$ cat config.mk
export PLATFORM = sky130hd
export DESIGN_NAME = sync_hub
export DESIGN_NICKNAME = d
export VERILOG_FILES = /design/src/shared/sync_hub_pkg.sv /design/src/hdl/slave_clock_divider.sv /design/src/hdl/sync_hub.sv
export SDC_FILE = /design/constraint.sdc
export NUM_CORES = 1
export LEC_CHECK = 0
export ABC_CLOCK_PERIOD_IN_PS = 4800
export BUFFER_PORTS_ARGS = -buffer_cell sky130_fd_sc_hd__buf_2
export CAP_MARGIN = 40
export CORE_AREA = 5 5 145 147
export CTS_BUF_LIST = sky130_fd_sc_hd__clkbuf_8
export CTS_CLUSTER_DIAMETER = 80
export CTS_CLUSTER_SIZE = 16
export DETAILED_ROUTE_END_ITERATION = 8
export DIE_AREA = 0 0 150 152
export GPL_ROUTABILITY_DRIVEN = 0
export PLACE_DENSITY = 0.86
export SLEW_MARGIN = 20
export SYNTH_ARGS = -nofsm -noshare
export SYNTH_HDL_FRONTEND = slang
export SYNTH_SLANG_ARGS = --single-unit
$ cat constraint.sdc
create_clock -name aclk -period 4.8 [get_ports aclk]
set_input_delay 0.48 -clock aclk [delete_from_list [all_inputs] [get_ports aclk]]
set_output_delay 0.48 -clock aclk [all_outputs]
set_load 0.01 [all_outputs]
$ cat src/shared/sync_hub_pkg.sv
// Purpose: shared constants and carriers of the multi-board sync hub
// Assumes: axi4-lite register bus with 32-bit data, byte addresses
// Notes:   every offset, field position and reset value lives here
package sync_hub_pkg;

  localparam int ADDR_W = 16;
  localparam int NBOARD = 16;

  // register byte addresses
  localparam logic [15:0] OFS_PART_MASK  = 16'hc030;
  localparam logic [15:0] OFS_CLK_MASTER = 16'hc044;
  localparam logic [15:0] OFS_RUN_CMD    = 16'h0064;
  localparam logic [15:0] OFS_STATUS     = 16'h0068;
  localparam logic [15:0] OFS_DIV_REQ    = 16'h006c;

  // reset values
  localparam logic [15:0] PART_MASK_RST  = 16'h0000;
  localparam logic [15:0] CLK_MASTER_RST = 16'h0000;
  localparam logic [13:0] DIV_REQ_RST    = 14'h0002;
  localparam logic [12:0] DIV_EFF_RST    = 13'h0002;

  // divider limits, even steps only
  localparam logic [12:0] DIV_MIN = 13'h0002;
  localparam logic [12:0] DIV_MAX = 13'h1ffe;

  // run command bit positions, also the forwarding order
  localparam int CMD_FULL_RESET     = 0;
  localparam int CMD_WRITE_SETUP    = 1;
  localparam int CMD_START_RUN      = 2;
  localparam int CMD_ARM_TRIGGER    = 3;
  localparam int CMD_FORCE_TRIGGER  = 4;
  localparam int CMD_DISARM_TRIGGER = 5;
  localparam int CMD_STOP_RUN       = 6;
  localparam int CMD_BITS           = 7;

  // status register field positions
  localparam int ST_RUNNING  = 0;
  localparam int ST_ARMED    = 1;
  localparam int ST_CFG_ERR  = 2;
  localparam int ST_HUB_DONE = 3;
  localparam int ST_BUSY     = 4;
  localparam int ST_DIV_LSB  = 16;

  // axi response codes
  localparam logic [1:0] RESP_OKAY   = 2'h0;
  localparam logic [1:0] RESP_SLVERR = 2'h2;
  localparam logic [1:0] RESP_DECERR = 2'h3;

  typedef enum logic [1:0] {
    SEQ_IDLE  = 2'h0,
    SEQ_CHECK = 2'h1,
    SEQ_ISSUE = 2'h3
  } seq_state_t;

  // one command beat to the participating boards
  typedef struct packed {
    logic                valid;
    logic [CMD_BITS-1:0] code;
    logic [NBOARD-1:0]   targets;
  } board_cmd_t;

endpackage

$ cat src/hdl/slave_clock_divider.sv
// Purpose: even divider of the distributed master clock
// Assumes: master_edge is a one-cycle pulse per master rising edge
// Notes:   output toggles every half master edges, idle low
module slave_clock_divider
  import sync_hub_pkg::*;
(
  // clock and reset
  input  wire logic        aclk,
  input  wire logic        aresetn,
  // control
  input  wire logic        run,
  input  wire logic        master_edge,
  input  wire logic [11:0] half,
  // divided clock
  output logic             div_clk
);

  typedef struct packed {
    logic [11:0] cnt;
    logic        clk;
  } div_state_t;

  div_state_t st;
  div_state_t next_st;

  // count master edges, toggle at half the even divider
  always_comb
  begin
    next_st = st;
    if (!run)
    begin
      next_st.cnt = 12'h000;
      next_st.clk = 1'b0;
    end
    else if (master_edge)
    begin
      if (st.cnt + 12'h001 >= half)
      begin
        next_st.cnt = 12'h000;
        next_st.clk = ~st.clk;
      end
      else
      begin
        next_st.cnt = st.cnt + 12'h001;
      end
    end
  end

  always_ff @(posedge aclk)
  begin
    if (!aresetn)
      st <= '0;
    else
      st <= next_st;
  end

  assign div_clk = st.clk;

endmodule

$ cat src/hdl/sync_hub.sv
// Purpose: hub joining several boards into one synchronized system
// Assumes: board pins are asynchronous to aclk, master clock << aclk
// Notes:   run commands are checked, then forwarded one per cycle
//
// Behaviour
// - participant mask chooses boards in synchronized run
// - mask bits follow logical connection index
// - index i is mask bit i, sixteen max
// - clock master mask has exactly one bit
// - master's clock distributed to all participants
// - slaves divide master by even divider <=8190
// - inexact divider rounds to nearest on start
// - any participant trigger triggers whole system
// - trigger delay ignored while synchronized
// - commands checked, then forwarded in order
// - write-only command, reset bit resets boards
// - write setup transfers config, no run
// - start writes changed settings then runs
// - configuration frozen while run active
// - arm trigger with start or later
// - force trigger fires immediately
// - disarm ignores triggers until re-armed
// - run starts with trigger disarmed
// - stop ends run, no effect if idle
// - wait completes on hub board state
module sync_hub
  import sync_hub_pkg::*;
#(
  parameter int          NB        = NBOARD,
  parameter logic [3:0]  HUB_INDEX = 4'h0
)
(
  // clock and reset
  input  wire logic              aclk,
  input  wire logic              aresetn,
  // axi4-lite write address and data
  input  wire logic [ADDR_W-1:0] awaddr,
  input  wire logic              awvalid,
  output logic                   awready,
  input  wire logic [31:0]       wdata,
  input  wire logic [3:0]        wstrb,
  input  wire logic              wvalid,
  output logic                   wready,
  // axi4-lite write response
  output logic [1:0]             bresp,
  output logic                   bvalid,
  input  wire logic              bready,
  // axi4-lite read
  input  wire logic [ADDR_W-1:0] araddr,
  input  wire logic              arvalid,
  output logic                   arready,
  output logic [31:0]            rdata,
  output logic [1:0]             rresp,
  output logic                   rvalid,
  input  wire logic              rready,
  // board pins, asynchronous
  input  wire logic [NB-1:0]     board_clk,
  input  wire logic [NB-1:0]     board_trig,
  input  wire logic [NB-1:0]     board_done,
  // towards the boards
  output logic [NB-1:0]          board_member,
  output logic                   sys_clk,
  output logic                   slave_clk,
  output logic                   sys_trigger,
  output logic                   trig_delay_bypass,
  output board_cmd_t             board_cmd
);

  typedef struct packed {
    // bus side
    logic                aw_held;
    logic [ADDR_W-1:0]   aw_addr;
    logic                w_held;
    logic [31:0]         w_data;
    logic [3:0]          w_strb;
    logic                bvalid;
    logic [1:0]          bresp;
    logic                rvalid;
    logic [1:0]          rresp;
    logic [31:0]         rdata;
    // configuration
    logic [NB-1:0]       part_mask;
    logic [NB-1:0]       clk_mask;
    logic [13:0]         div_req;
    logic [12:0]         div_eff;
    logic                dirty;
    // run control
    seq_state_t          seq;
    logic [2:0]          step;
    logic [CMD_BITS-1:0] pend;
    logic                running;
    logic                armed;
    logic                cfg_err;
    logic                force_fire;
    // pin synchronisers
    logic [NB-1:0]       clk_s1;
    logic [NB-1:0]       clk_s2;
    logic [NB-1:0]       trig_s1;
    logic [NB-1:0]       trig_s2;
    logic [NB-1:0]       done_s1;
    logic [NB-1:0]       done_s2;
    logic                mclk_prev;
    // outputs
    logic                sys_clk;
    logic                sys_trigger;
    board_cmd_t          cmd;
  } hub_state_t;

  hub_state_t st;
  hub_state_t next_st;
  logic       master_edge;

  // merge a write under byte enables
  function automatic logic [31:0] merge_bytes(
    input logic [31:0] old_v,
    input logic [31:0] new_v,
    input logic [3:0]  strb
  );
    logic [31:0] r;
    r = old_v;
    for (int b = 0; b < 4; b++)
      if (strb[b])
        r[8*b +: 8] = new_v[8*b +: 8];
    return r;
  endfunction

  // exactly one bit set
  function automatic logic one_hot(input logic [NB-1:0] v);
    return (v != '0) && ((v & (v - 1'b1)) == '0);
  endfunction

  // nearest even divider within the permitted range
  function automatic logic [12:0] even_div(input logic [13:0] req);
    logic [14:0] up;
    up = {1'b0, req} + 15'h0001;
    up[0] = 1'b0;
    if (up < {2'h0, DIV_MIN})
      return DIV_MIN;
    else if (up > {2'h0, DIV_MAX})
      return DIV_MAX;
    else
      return up[12:0];
  endfunction

  always_comb
  begin
    logic [31:0] wv;
    logic        do_write;
    logic        locked;
    wv       = '0;
    do_write = 1'b0;
    locked   = 1'b0;
    next_st  = st;
    next_st.force_fire = 1'b0;
    next_st.cmd.valid  = 1'b0;

    // two-stage synchronisers on every board pin
    next_st.clk_s1  = board_clk;
    next_st.clk_s2  = st.clk_s1;
    next_st.trig_s1 = board_trig;
    next_st.trig_s2 = st.trig_s1;
    next_st.done_s1 = board_done;
    next_st.done_s2 = st.done_s1;

    // selected master clock goes out to every board
    next_st.sys_clk   = |(st.clk_s2 & st.clk_mask);
    next_st.mclk_prev = st.sys_clk;

    // run ends once every participant reports done
    if (st.running && st.part_mask != '0 &&
        (st.done_s2 & st.part_mask) == st.part_mask)
    begin
      next_st.running = 1'b0;
      next_st.armed   = 1'b0;
    end

    // write channels are taken independently
    if (awvalid && !st.aw_held)
    begin
      next_st.aw_held = 1'b1;
      next_st.aw_addr = awaddr;
    end
    if (wvalid && !st.w_held)
    begin
      next_st.w_held = 1'b1;
      next_st.w_data = wdata;
      next_st.w_strb = wstrb;
    end
    if (bvalid && bready)
      next_st.bvalid = 1'b0;

    // register write once address and data are both held
    if (st.aw_held && st.w_held && !st.bvalid)
    begin
      do_write        = 1'b1;
      next_st.aw_held = 1'b0;
      next_st.w_held  = 1'b0;
      next_st.bvalid  = 1'b1;
      next_st.bresp   = RESP_OKAY;
      locked          = st.running;
      case (st.aw_addr)
        OFS_PART_MASK:
        begin
          wv = merge_bytes({16'h0000, st.part_mask}, st.w_data,
                           st.w_strb);
          if (locked)
            next_st.bresp = RESP_SLVERR;
          else
          begin
            next_st.part_mask = wv[NB-1:0];
            next_st.dirty     = 1'b1;
          end
        end
        OFS_CLK_MASTER:
        begin
          wv = merge_bytes({16'h0000, st.clk_mask}, st.w_data,
                           st.w_strb);
          if (locked)
            next_st.bresp = RESP_SLVERR;
          else
          begin
            next_st.clk_mask = wv[NB-1:0];
            next_st.dirty    = 1'b1;
          end
        end
        OFS_DIV_REQ:
        begin
          wv = merge_bytes({18'h00000, st.div_req}, st.w_data,
                           st.w_strb);
          if (locked)
            next_st.bresp = RESP_SLVERR;
          else
          begin
            next_st.div_req = wv[13:0];
            next_st.dirty   = 1'b1;
          end
        end
        OFS_RUN_CMD:
        begin
          // a second command while one is in flight is refused
          if (st.seq != SEQ_IDLE)
            next_st.bresp = RESP_SLVERR;
          else if (st.w_data[CMD_BITS-1:0] != '0)
          begin
            next_st.pend = st.w_data[CMD_BITS-1:0];
            next_st.seq  = SEQ_CHECK;
          end
        end
        OFS_STATUS:
          next_st.bresp = RESP_SLVERR;
        default:
          next_st.bresp = RESP_DECERR;
      endcase
    end

    // reads answer one cycle after the address is taken
    if (rvalid && rready)
      next_st.rvalid = 1'b0;
    if (arvalid && !st.rvalid)
    begin
      next_st.rvalid = 1'b1;
      next_st.rresp  = RESP_OKAY;
      next_st.rdata  = 32'h0000_0000;
      case (araddr)
        OFS_PART_MASK:
          next_st.rdata = {16'h0000, st.part_mask};
        OFS_CLK_MASTER:
          next_st.rdata = {16'h0000, st.clk_mask};
        OFS_DIV_REQ:
          next_st.rdata = {18'h00000, st.div_req};
        OFS_STATUS:
        begin
          next_st.rdata[ST_RUNNING]  = st.running;
          next_st.rdata[ST_ARMED]    = st.armed;
          next_st.rdata[ST_CFG_ERR]  = st.cfg_err;
          next_st.rdata[ST_HUB_DONE] = st.done_s2[HUB_INDEX];
          next_st.rdata[ST_BUSY]     = st.seq != SEQ_IDLE;
          next_st.rdata[ST_DIV_LSB +: 13] = st.div_eff;
        end
        OFS_RUN_CMD:
          next_st.rresp = RESP_SLVERR; // write-only
        default:
          next_st.rresp = RESP_DECERR;
      endcase
    end

    // command sequencer: check, then one command per cycle
    case (st.seq)
      SEQ_IDLE:
        next_st.step = 3'h0;
      SEQ_CHECK:
      begin
        next_st.seq  = SEQ_ISSUE;
        next_st.step = 3'h0;
        if (st.pend[CMD_START_RUN])
        begin
          if (!one_hot(st.clk_mask) ||
              (st.clk_mask & st.part_mask) == '0)
          begin
            next_st.cfg_err = 1'b1;
            next_st.pend[CMD_START_RUN]     = 1'b0;
            next_st.pend[CMD_ARM_TRIGGER]   = 1'b0;
            next_st.pend[CMD_FORCE_TRIGGER] = 1'b0;
          end
          else
          begin
            next_st.cfg_err = 1'b0;
            if (st.dirty)
              next_st.pend[CMD_WRITE_SETUP] = 1'b1;
          end
        end
      end
      SEQ_ISSUE:
      begin
        next_st.step = st.step + 3'h1;
        if (st.step == 3'(CMD_STOP_RUN))
          next_st.seq = SEQ_IDLE;
        if (st.pend[st.step])
        begin
          // forwarding order follows the bit order
          next_st.cmd.valid   = 1'b1;
          next_st.cmd.code    = '0;
          next_st.cmd.code[st.step] = 1'b1;
          next_st.cmd.targets = st.part_mask;
          case (int'(st.step))
            CMD_FULL_RESET:
            begin
              next_st.running = 1'b0;
              next_st.armed   = 1'b0;
              next_st.dirty   = 1'b1;
            end
            CMD_WRITE_SETUP:
            begin
              next_st.div_eff = even_div(st.div_req);
              next_st.dirty   = 1'b0;
            end
            CMD_START_RUN:
            begin
              next_st.running = 1'b1;
              next_st.armed   = 1'b0;
            end
            CMD_ARM_TRIGGER:
              next_st.armed = st.running ||
                              st.pend[CMD_START_RUN];
            CMD_FORCE_TRIGGER:
              next_st.force_fire = 1'b1;
            CMD_DISARM_TRIGGER:
              next_st.armed = 1'b0;
            CMD_STOP_RUN:
            begin
              // stop on an idle hub is swallowed
              next_st.cmd.valid = st.running;
              next_st.running   = 1'b0;
              next_st.armed     = 1'b0;
            end
            default:
              next_st.cmd.valid = 1'b0;
          endcase
        end
      end
      default:
        next_st.seq = SEQ_IDLE;
    endcase

    // any participant's trigger fires the whole system
    next_st.sys_trigger = st.force_fire ||
      (st.running && st.armed &&
       |(st.trig_s2 & st.part_mask));
  end

  always_ff @(posedge aclk)
  begin
    if (!aresetn)
    begin
      st           <= '0;
      st.seq       <= SEQ_IDLE;
      st.part_mask <= PART_MASK_RST;
      st.clk_mask  <= CLK_MASTER_RST;
      st.div_req   <= DIV_REQ_RST;
      st.div_eff   <= DIV_EFF_RST;
      st.dirty     <= 1'b1;
    end
    else
      st <= next_st;
  end

  // master rising edge seen through the synchroniser
  assign master_edge = st.sys_clk && !st.mclk_prev;

  slave_clock_divider u_div (
    .aclk        (aclk),
    .aresetn     (aresetn),
    .run         (st.running),
    .master_edge (master_edge),
    .half        (st.div_eff[12:1]),
    .div_clk     (slave_clk)
  );

  // handshake outputs and data are all driven from flops, readies inverted
  assign awready           = !st.aw_held;
  assign wready            = !st.w_held;
  assign bvalid            = st.bvalid;
  assign bresp             = st.bresp;
  assign arready           = !st.rvalid;
  assign rvalid            = st.rvalid;
  assign rresp             = st.rresp;
  assign rdata             = st.rdata;
  assign board_member      = st.part_mask;
  assign sys_clk           = st.sys_clk;
  assign sys_trigger       = st.sys_trigger;
  assign trig_delay_bypass = st.running;
  assign board_cmd         = st.cmd;

endmodule

==> metrics.md, run 1 <==
| Metric | Value |
|---|---|
| Worst Setup Start Kind | flip-flop |
| Row cnt | 52 |
| Vias in the first global route | 9050 |
| Final nets | 1521 |
| CTS tree | built |
| Worst EP arrival | between 3000 and 4000 ps |
| Share of layout cells above drive strength 1 | between 15 and 20% |
| Worst R2R Start | u_div.st[1] |
| RR Endpoint | u_div.div_clk |
| Slew headroom | about 47% |
| Synth top area share | roughly 47% |
| Core area | approximately 0.020 mm2 |
| RSZ-0062 raised after global routing | no |
| TNS Setup | 0 ps |
| Final wirelength | 28.1 mm |
| Worst Reg-to-Reg Cells | 12 |
| Slowest CP cell | or3_1 |
| Hold Path Stages | 2 |
| NetSw | around 0.84 mW |
| Hold EP | rvalid |
| Total CTS buffers | 21 |
| CP delay by family, top | simple AND/OR/NAND/NOR gates |
| Clk root buf | clkbuf_8 |
| ANT nets after route | 0 |
| Bufs and invs on worst path | 0 |
| Largest net degree at the start of global routing | about 110 |
| Crit path time final | 3160 ps |
| DR iter-0 viols | 906 |
| CP max FO | 19 |
| Die Height | ~150 um |
| Int Power | approximately 2.9 mW |
| Hold Crit Class | primary input to flip-flop |
| Vias/cell | roughly 5.7 |
| Hold Startpoint | rready |
| Clock power share | 29.5% |
| Commonest cells in the synthesized netlist | dfxtp_1 (281), nand2_1 (144), nor2_1 (101) |
| Global-route usage over all layers | 24.0% |
| Drt drc | 0 |
| Kind of critical path | flip-flop to flip-flop |
| Worst-margin pin slew | approximately 800 ps |
| Max VDD drop | roughly 0.00023 V |
| Clock Sinks | between 200 and 300 |
| Clock Skew | approximately 31 ps |
| Global route overflow | 0 |
| Leakage power | about 5.1 nW |
| Pins over their slew limit | 0 |
| Port Buffers | ~190 |
| Fin crit share | ~66% |
| CP peak stage delay | roughly 460 ps |
| ANT cells | 0 |
| Type of element capturing the critical path | flip-flop |
| Top FF cell, synth | dfxtp_1 |
| Sequential element share of the synthesized area | between 40% and 50% |
| Sequential share of power | about two thirds |
| Most frequent cell after synthesis | dfxtp_1 |
| MaxCap Viol Count | 0 |
| Fmax | around 320 MHz |
| Yosys cell types | between 70 and 80 |
| Die ar. | roughly 0.023 mm2 |
| Detail Placement HPWL | around 20 mm |
| Worst-skew pair later-pin latency | ~550 ps |
| Status | finished clean |
| Vias post-DR | roughly 9400 |
| Power Density | 293 mW/mm2 |
| First-pass iteration count of the detailed router | 9 |
| DR WL/cell | between 15 and 20 um |
| DIE WIDTH | 150 um |
| Critical Path, Cell by Cell | ha_1 -> nand3_1 -> or3_1 -> nor2_1 -> xor2_1 -> ha_1 -> nand4_1 -> nor2_1 -> o21ai_0 -> o221a_2 -> or3_1 -> a21oi_1 |
| First-pass GRT wire length | approximately 45 mm |
| Setup Viol. Count Final | 0 |
| Clock transition at the registers of the reported paths | approximately 100 ps |
| Post-CTS setup buffers | 0 |
| Top Ports | roughly 210 |
| Comb power frac | 5.1% |
| Endpoints failing hold | 0 |
| Synth async-reset ratio | 0% |
| Post-CTS Hold Buffers | 0 |
| Post-synth EDFFs | 0 |
| Initial antenna violation count | 0 |
| # H-tree levels | 1 |
| Layout area overhead | 6.93% |
| Post-Synthesis Cells | ~1300 |
| R2R setup slack | roughly 1600 ps |
| Switching part of the total | a little under a quarter |
| YS warnings | 0 |
| Area contributors post-synth | dfxtp_1 (47%), mux2i_1 (5.7%), and2_1 (5.2%), buf_4 (4.9%), nand2_1 (4.6%) |
| Synthesis-stage register bit count | roughly 280 |
| Hold_ws | approximately 110 ps |
| Avg Cell Area, Syn | ~9 um2 |
| Worst Path Required | ~5300 ps |
| Clock Path Buffers | 3 |
| Synthesized area | around 0.012 mm2 |
| Synth area leader | dfxtp_1 |
| Starting density of the core | between 50 and 60% |
| PostCTS Resize Cnt | 0 |
power groups by stage:
stage	sequential, mW	combinational [mW]	clock, mW
after floorplan	2.47	0.120	0
after global placement	2.48	0.180	0
after detailed placement	2.48	0.190	0
after CTS	2.43	0.190	1.12
after global routing	2.43	0.213	1.20
final	2.43	0.190	1.10
placed cells by master, fill, tap and decap left out, types with 12 or more instances in the layout:
master	count
nand3_1	42
nand4_1	12
a222oi_1	16
nor2_1	101
xnor2_1	13
mux2i_1	68
ha_1	19
a21oi_1	81
or3_1	12
dfxtp_1	281
and2_1	99
nor3_1	28
inv_1	42
clkbuf_8	21
nand2_1	144
nor4_1	12
a221oi_1	24
buf_2	186
per-layer routing:
metal / wire length (um) / part of all wire, % / global-route usage, % / vias up
met3: 2130 / 7.6 / 5.03 / 89
met4: 1080 / 3.8 / 10.3 / 0
met2: 13800 / 49 / 40.3 / 372
met1: 11100 / 39 / 29.6 / 4389
met5: 0 / 0 / 0 / -
li1: - / - / - / 4560
cells by family after synthesis:
family | Yosys count | synth area share [%]
compound gates | 209 | 12.2
xor+xnor | 22 | 1.63
fa+ha+maj | 21 | 2.18
buf+inv | 195 | 8.71
flops | 281 | 47.5
mux | 69 | 5.84
other cells | 1 | 0.0317
simple gates | 513 | 21.9
per-stage QoR:
step / cell area [um2] / std cells / power, mW / setup WS [ps] / utilization (%)
3_5_place_dp: 12400 / 1626 / 2.67 / 1670 / 62.5
5_1_grt: 12700 / 1648 / 3.85 / 1380 / 64.0
2_1_floorplan: 11900 / 1314 / 2.59 / 1750 / -
4_1_cts: 12700 / 1648 / 3.73 / 1640 / 64.0
3_3_place_gp: 12300 / 1621 / 2.66 / 1760 / 62.2
6_report: 12700 / 1648 / 3.71 / 1640 / 64.0
area by class of cell:
cell class	count	area (um2)
inverters	43	164
flip-flops and latches	281	5630
clock buffers	21	289
fillers	1647	7110
well taps	270	338
repair buffers	194	1030
clock inverters	1	8.76
multi-input cells	838	5210
flip-flops by register name, indices dropped and copies added, names as in the netlist, 2 cells and up:
register and count:
board_cmd 24, board_member 16, bresp 2, next_st 48
rdata 28, rresp 2, st 143, u_div.st 12
worst max-delay path by stage:
| stage | startpoint | endpoint | slack (ps) | cells after the start |
|---|---|---|---|---|
| 6_report | u_div.st[1] | u_div.div_clk | 1640 | 12 |
| 5_1_grt | u_div.st[1] | u_div.st[7] | 1380 | 11 |
| 4_1_cts | u_div.st[1] | u_div.div_clk | 1640 | 12 |
| 3_5_place_dp | u_div.st[1] | u_div.div_clk | 1670 | 12 |
| 3_3_place_gp | u_div.st[1] | u_div.div_clk | 1760 | 12 |
| 2_1_floorplan | u_div.st[1] | u_div.st[10] | 1750 | 13 |
Note: power is estimated with default switching activity, not from simulation.
==> run 2: changes to the inputs <==
Settings changed: ABC_AREA set to 1, ABC_CLOCK_PERIOD_IN_PS 4800 to 2830, CORE_AREA 5 5 145 147 to 5 5 160 162, DIE_AREA 0 0 150 152 to 0 0 165 167, PLACE_DENSITY 0.86 to 0.78.
Clock period 4.8 ns to 2.83 ns, I/O delays scaled along.
==> run 2 against run 1 <==
Compared with the run above:
- sequential share of layout area fell by 3.8 points
- hold slack got worse by 94 ps
- sequential cell count unchanged
- power up 76%
- critical path depth is 1 higher
- largest cell class unchanged
- largest power group unchanged
==> metrics.md, run 2 <==
| Metric | Value |
|---|---|
| Synth top area share | 45.3% (-2.2 points) |
| Sequential element share of the synthesized area | 45.3% (-2.2 points) |
| Final nets | 1946 (+28%) |
| Total CTS buffers | 21 (unchanged) |
| Drt drc | 0 (unchanged) |
| Largest net degree at the start of global routing | 180 (+59%) |
| Die Height | 167 um (+9.9%) |
| # H-tree levels | 1 (unchanged) |
| Largest register FFs | 143 (unchanged) |
| Kind of critical path | flip-flop to flip-flop |
| Layout area overhead | 11.4% |
| Worst Reg-to-Reg Cells | 13 (+1) |
| Global-route usage over all layers | 23.6% (-0.36 points) |
| Clock Sinks | 281 (unchanged) |
| TNS Setup | 0 ps (unchanged) |
| Worst Path Required | 3300 ps (-1950 ps) |
| CP peak stage delay | 410 ps (-50 ps) |
| Crit path time final | 2640 ps (-519 ps) |
| ANT nets after route | 0 (unchanged) |
| Fin crit share | 93.3% (+27 points) |
| Leakage power | 6.75 nW (+33%) |
| Vias/cell | 5.22 (-8.7%) |
| Die ar. | 0.0276 mm2 (+21%) |
| Type of element capturing the critical path | flip-flop |
| Commonest cells in the synthesized netlist | nand2_1 (338), dfxtp_1 (281), inv_1 (240) |
| Area contributors post-synth | dfxtp_1 (45%), nand2_1 (10%), inv_1 (7.3%), a21oi_1 (6.0%), o21ai_0 (5.2%) |
| Port Buffers | 185 (unchanged) |
| Clock Path Buffers | 3 (unchanged) |
| Clock transition at the registers of the reported paths | 100 ps (about the same) |
| DIE WIDTH | 165 um (+10%) |
| Detail Placement HPWL | 23.5 mm (+16%) |
| Post-route cell area | 0.0138 mm2 (+9.2%) |
| Fin worst setup slack | 190 ps (-1450 ps) |
| First-pass GRT wire length | 52.9 mm (+17%) |
| Global route overflow | 0 (unchanged) |
| CTS tree | built |
| First-pass iteration count of the detailed router | 6 (-3) |
| RSZ-0062 raised after global routing | no |
| Slew headroom | 51.0% (+4.4 points) |
| Synth async-reset ratio | 0% (unchanged) |
| Post-synth EDFFs | 0 (unchanged) |
| Top Ports | 208 (unchanged) |
| Layout Utilization | 57.7% (-6.3 points) |
| Post-Synthesis Cells | 1667 (+27%) |
| ANT cells | 0 (unchanged) |
| Initial antenna violation count | 0 (unchanged) |
| Worst-margin pin slew | 734 ps (-66.6 ps) |
| Critical Path, Cell by Cell | inv_1 -> nor2_1 -> nand4_1 -> inv_1 -> nand3_1 -> xor2_1 -> ha_1 -> a21oi_1 -> o21a_1 -> nand4_1 -> nor2_4 -> nand2_1 -> a21oi_1 |
| Hold Crit Class | primary input to flip-flop |
| Starting density of the core | 51.8% (-8.1 points) |
| Core area | 0.0240 mm2 (+21%) |
| DR iter-0 viols | 1098 (+21%) |
| Status | finished clean |
| Power Density | 473 mW/mm2 (+61%) |
| Clk root buf | clkbuf_8 |
| Worst-skew pair later-pin latency | 570 ps (+20 ps) |
| Yosys cell types | 50 (-31%) |
| Endpoints failing hold | 0 (unchanged) |
| Share of layout cells above drive strength 1 | 14.7% (-2.3 points) |
| Vias in the first global route | 10317 (+14%) |
| Synthesized area | 0.0124 mm2 (+4.8%) |
| Hold Path Stages | 3 (+1) |
| Max VDD drop | 0.000436 V (+86%) |
| Avg Cell Area, Syn | 7.45 um2 (-18%) |
| Most frequent cells in the layout | nand2_1 (338), dfxtp_1 (281), inv_1 (240) |
| Placed cell areas | 0.0129 mm2 (+4.5%) |
| Final wirelength | 33.3 mm (+19%) |
| Slowest CP cell | dfxtp_1 |
| Vias post-DR | 11103 (+18%) |
| Worst Setup Start Kind | flip-flop |
| Synth area leader | dfxtp_1 |
| DR WL/cell | 15.7 um (-8.0%) |
| Row cnt | 57 (+9.6%) |
| Synthesis-stage register bit count | 281 (unchanged) |
| Top FF cell, synth | dfxtp_1 |
| Most frequent cell after synthesis | nand2_1 |
| CP max FO | 10 (-9) |
| Clock Skew | 38.2 ps (+6.94 ps) |
| R2R setup slack | 190 ps (-1450 ps) |
| MaxCap Viol Count | 0 (unchanged) |
| YS warnings | 0 (unchanged) |
| Largest register by flop count | st |
| Fmax | 379 MHz (+20%) |
| Worst EP arrival | 3110 ps (-500 ps) |
| Pins over their slew limit | 0 (unchanged) |
| Dpl ws | 193 ps (-1470 ps) |
| Setup Viol. Count Final | 0 (unchanged) |
| Commonest non-fill, non-tap cell in the layout | nand2_1 |
[run 2: cell count changes in the layout (fill, tap and decap cells not counted), moves of 68 or more]
cell     change
mux2i_1     -68
inv_1      +198
o21ai_0    +122
a21oi_1     +69
nand2_1    +194
and2_1      -98
[run 2: worst paths after layout]
kind / endpoint / startpoint
setup / recovery: u_div.st[4] / u_div.st[1]
hold / removal: st[274] / awaddr[0]
setup reg to reg: u_div.st[4] / u_div.st[1]
hold reg to reg: st[38] / next_st[38]
[run 2: critical path: cells and delay by family (launching register included)]
kind                     cells  cell delay, ps
AND/OR/NAND/NOR              6            1070
AO/OA/AOI/OAI                3             420
flip-flops                   1             410
adder cells (fa/ha/maj)      1             290
XOR/XNOR                     1             200
buffers and inverters        2             190
[run 2: final cells by class]
class,instances,area [um2]
Clock buffer,22,303
Tap cell,324,405
Timing Repair Buffer,249,1570
Sequential cell,281,5630
Fill cell,2176,10100
Multi-Input combinational cell,1003,4990
Clock inverter,2,15.0
Inverter,248,931
[run 2: where the power goes]
| group | leakage, nW | switching, mW | internal [mW] |
|---|---|---|---|
| Combinational | 4.30 | 0.280 | 0.189 |
| Sequential | 2.29 | 0.0442 | 4.06 |
| Clock | 0.158 | 1.26 | 0.706 |
| Total | 6.75 | 1.58 | 4.96 |
[run 2: logic make-up (layout without fill, tap and decap cells)]
kind of cell | after synthesis | count (layout) | share of synthesized area [%]
and+or+nand+nor | 623 | 623 | 21.8
buffers and inverters | 386 | 521 | 14.6
AOI/OAI and AO/OA | 344 | 344 | 15.3
DFF | 281 | 281 | 45.3
adders and majority gates | 19 | 19 | 1.91
xor gates and xnor gates | 12 | 12 | 0.847
other | 1 | 4 | 0.0302
muxes | 1 | 1 | 0.0907
[run 2: through the flow]
| stage | power (mW) | instances | hold slack [ps] |
|---|---|---|---|
| after CTS | 6.56 | 2129 | 6.97 |
| after detailed placement | 4.59 | 2047 | 395 |
| after global placement | 4.58 | 2047 | 393 |
| after floorplan | 4.44 | 1670 | 381 |
| after global routing | 6.76 | 2129 | 19.1 |
| final | 6.54 | 2129 | 14.0 |
[run 2: timing repair]
action | in CTS | in global routing
resized for setup | 0 | 2
hold buffers | 58 | 0
hold endpoints to repair | 58 | 0
setup endpoints to repair | 0 | 9
setup buffers | 0 | 0
[run 2: metal layers]
| layer | vias to the layer above | GRT usage [%] | routed length, um |
|---|---|---|---|
| met2 | 441 | 39.6 | 15800 |
| li1 | 5505 | - | - |
| met4 | 0 | 7.09 | 1130 |
| met3 | 94 | 4.82 | 2890 |
| met1 | 5063 | 30.6 | 13600 |
| met5 | - | 0 | 0 |
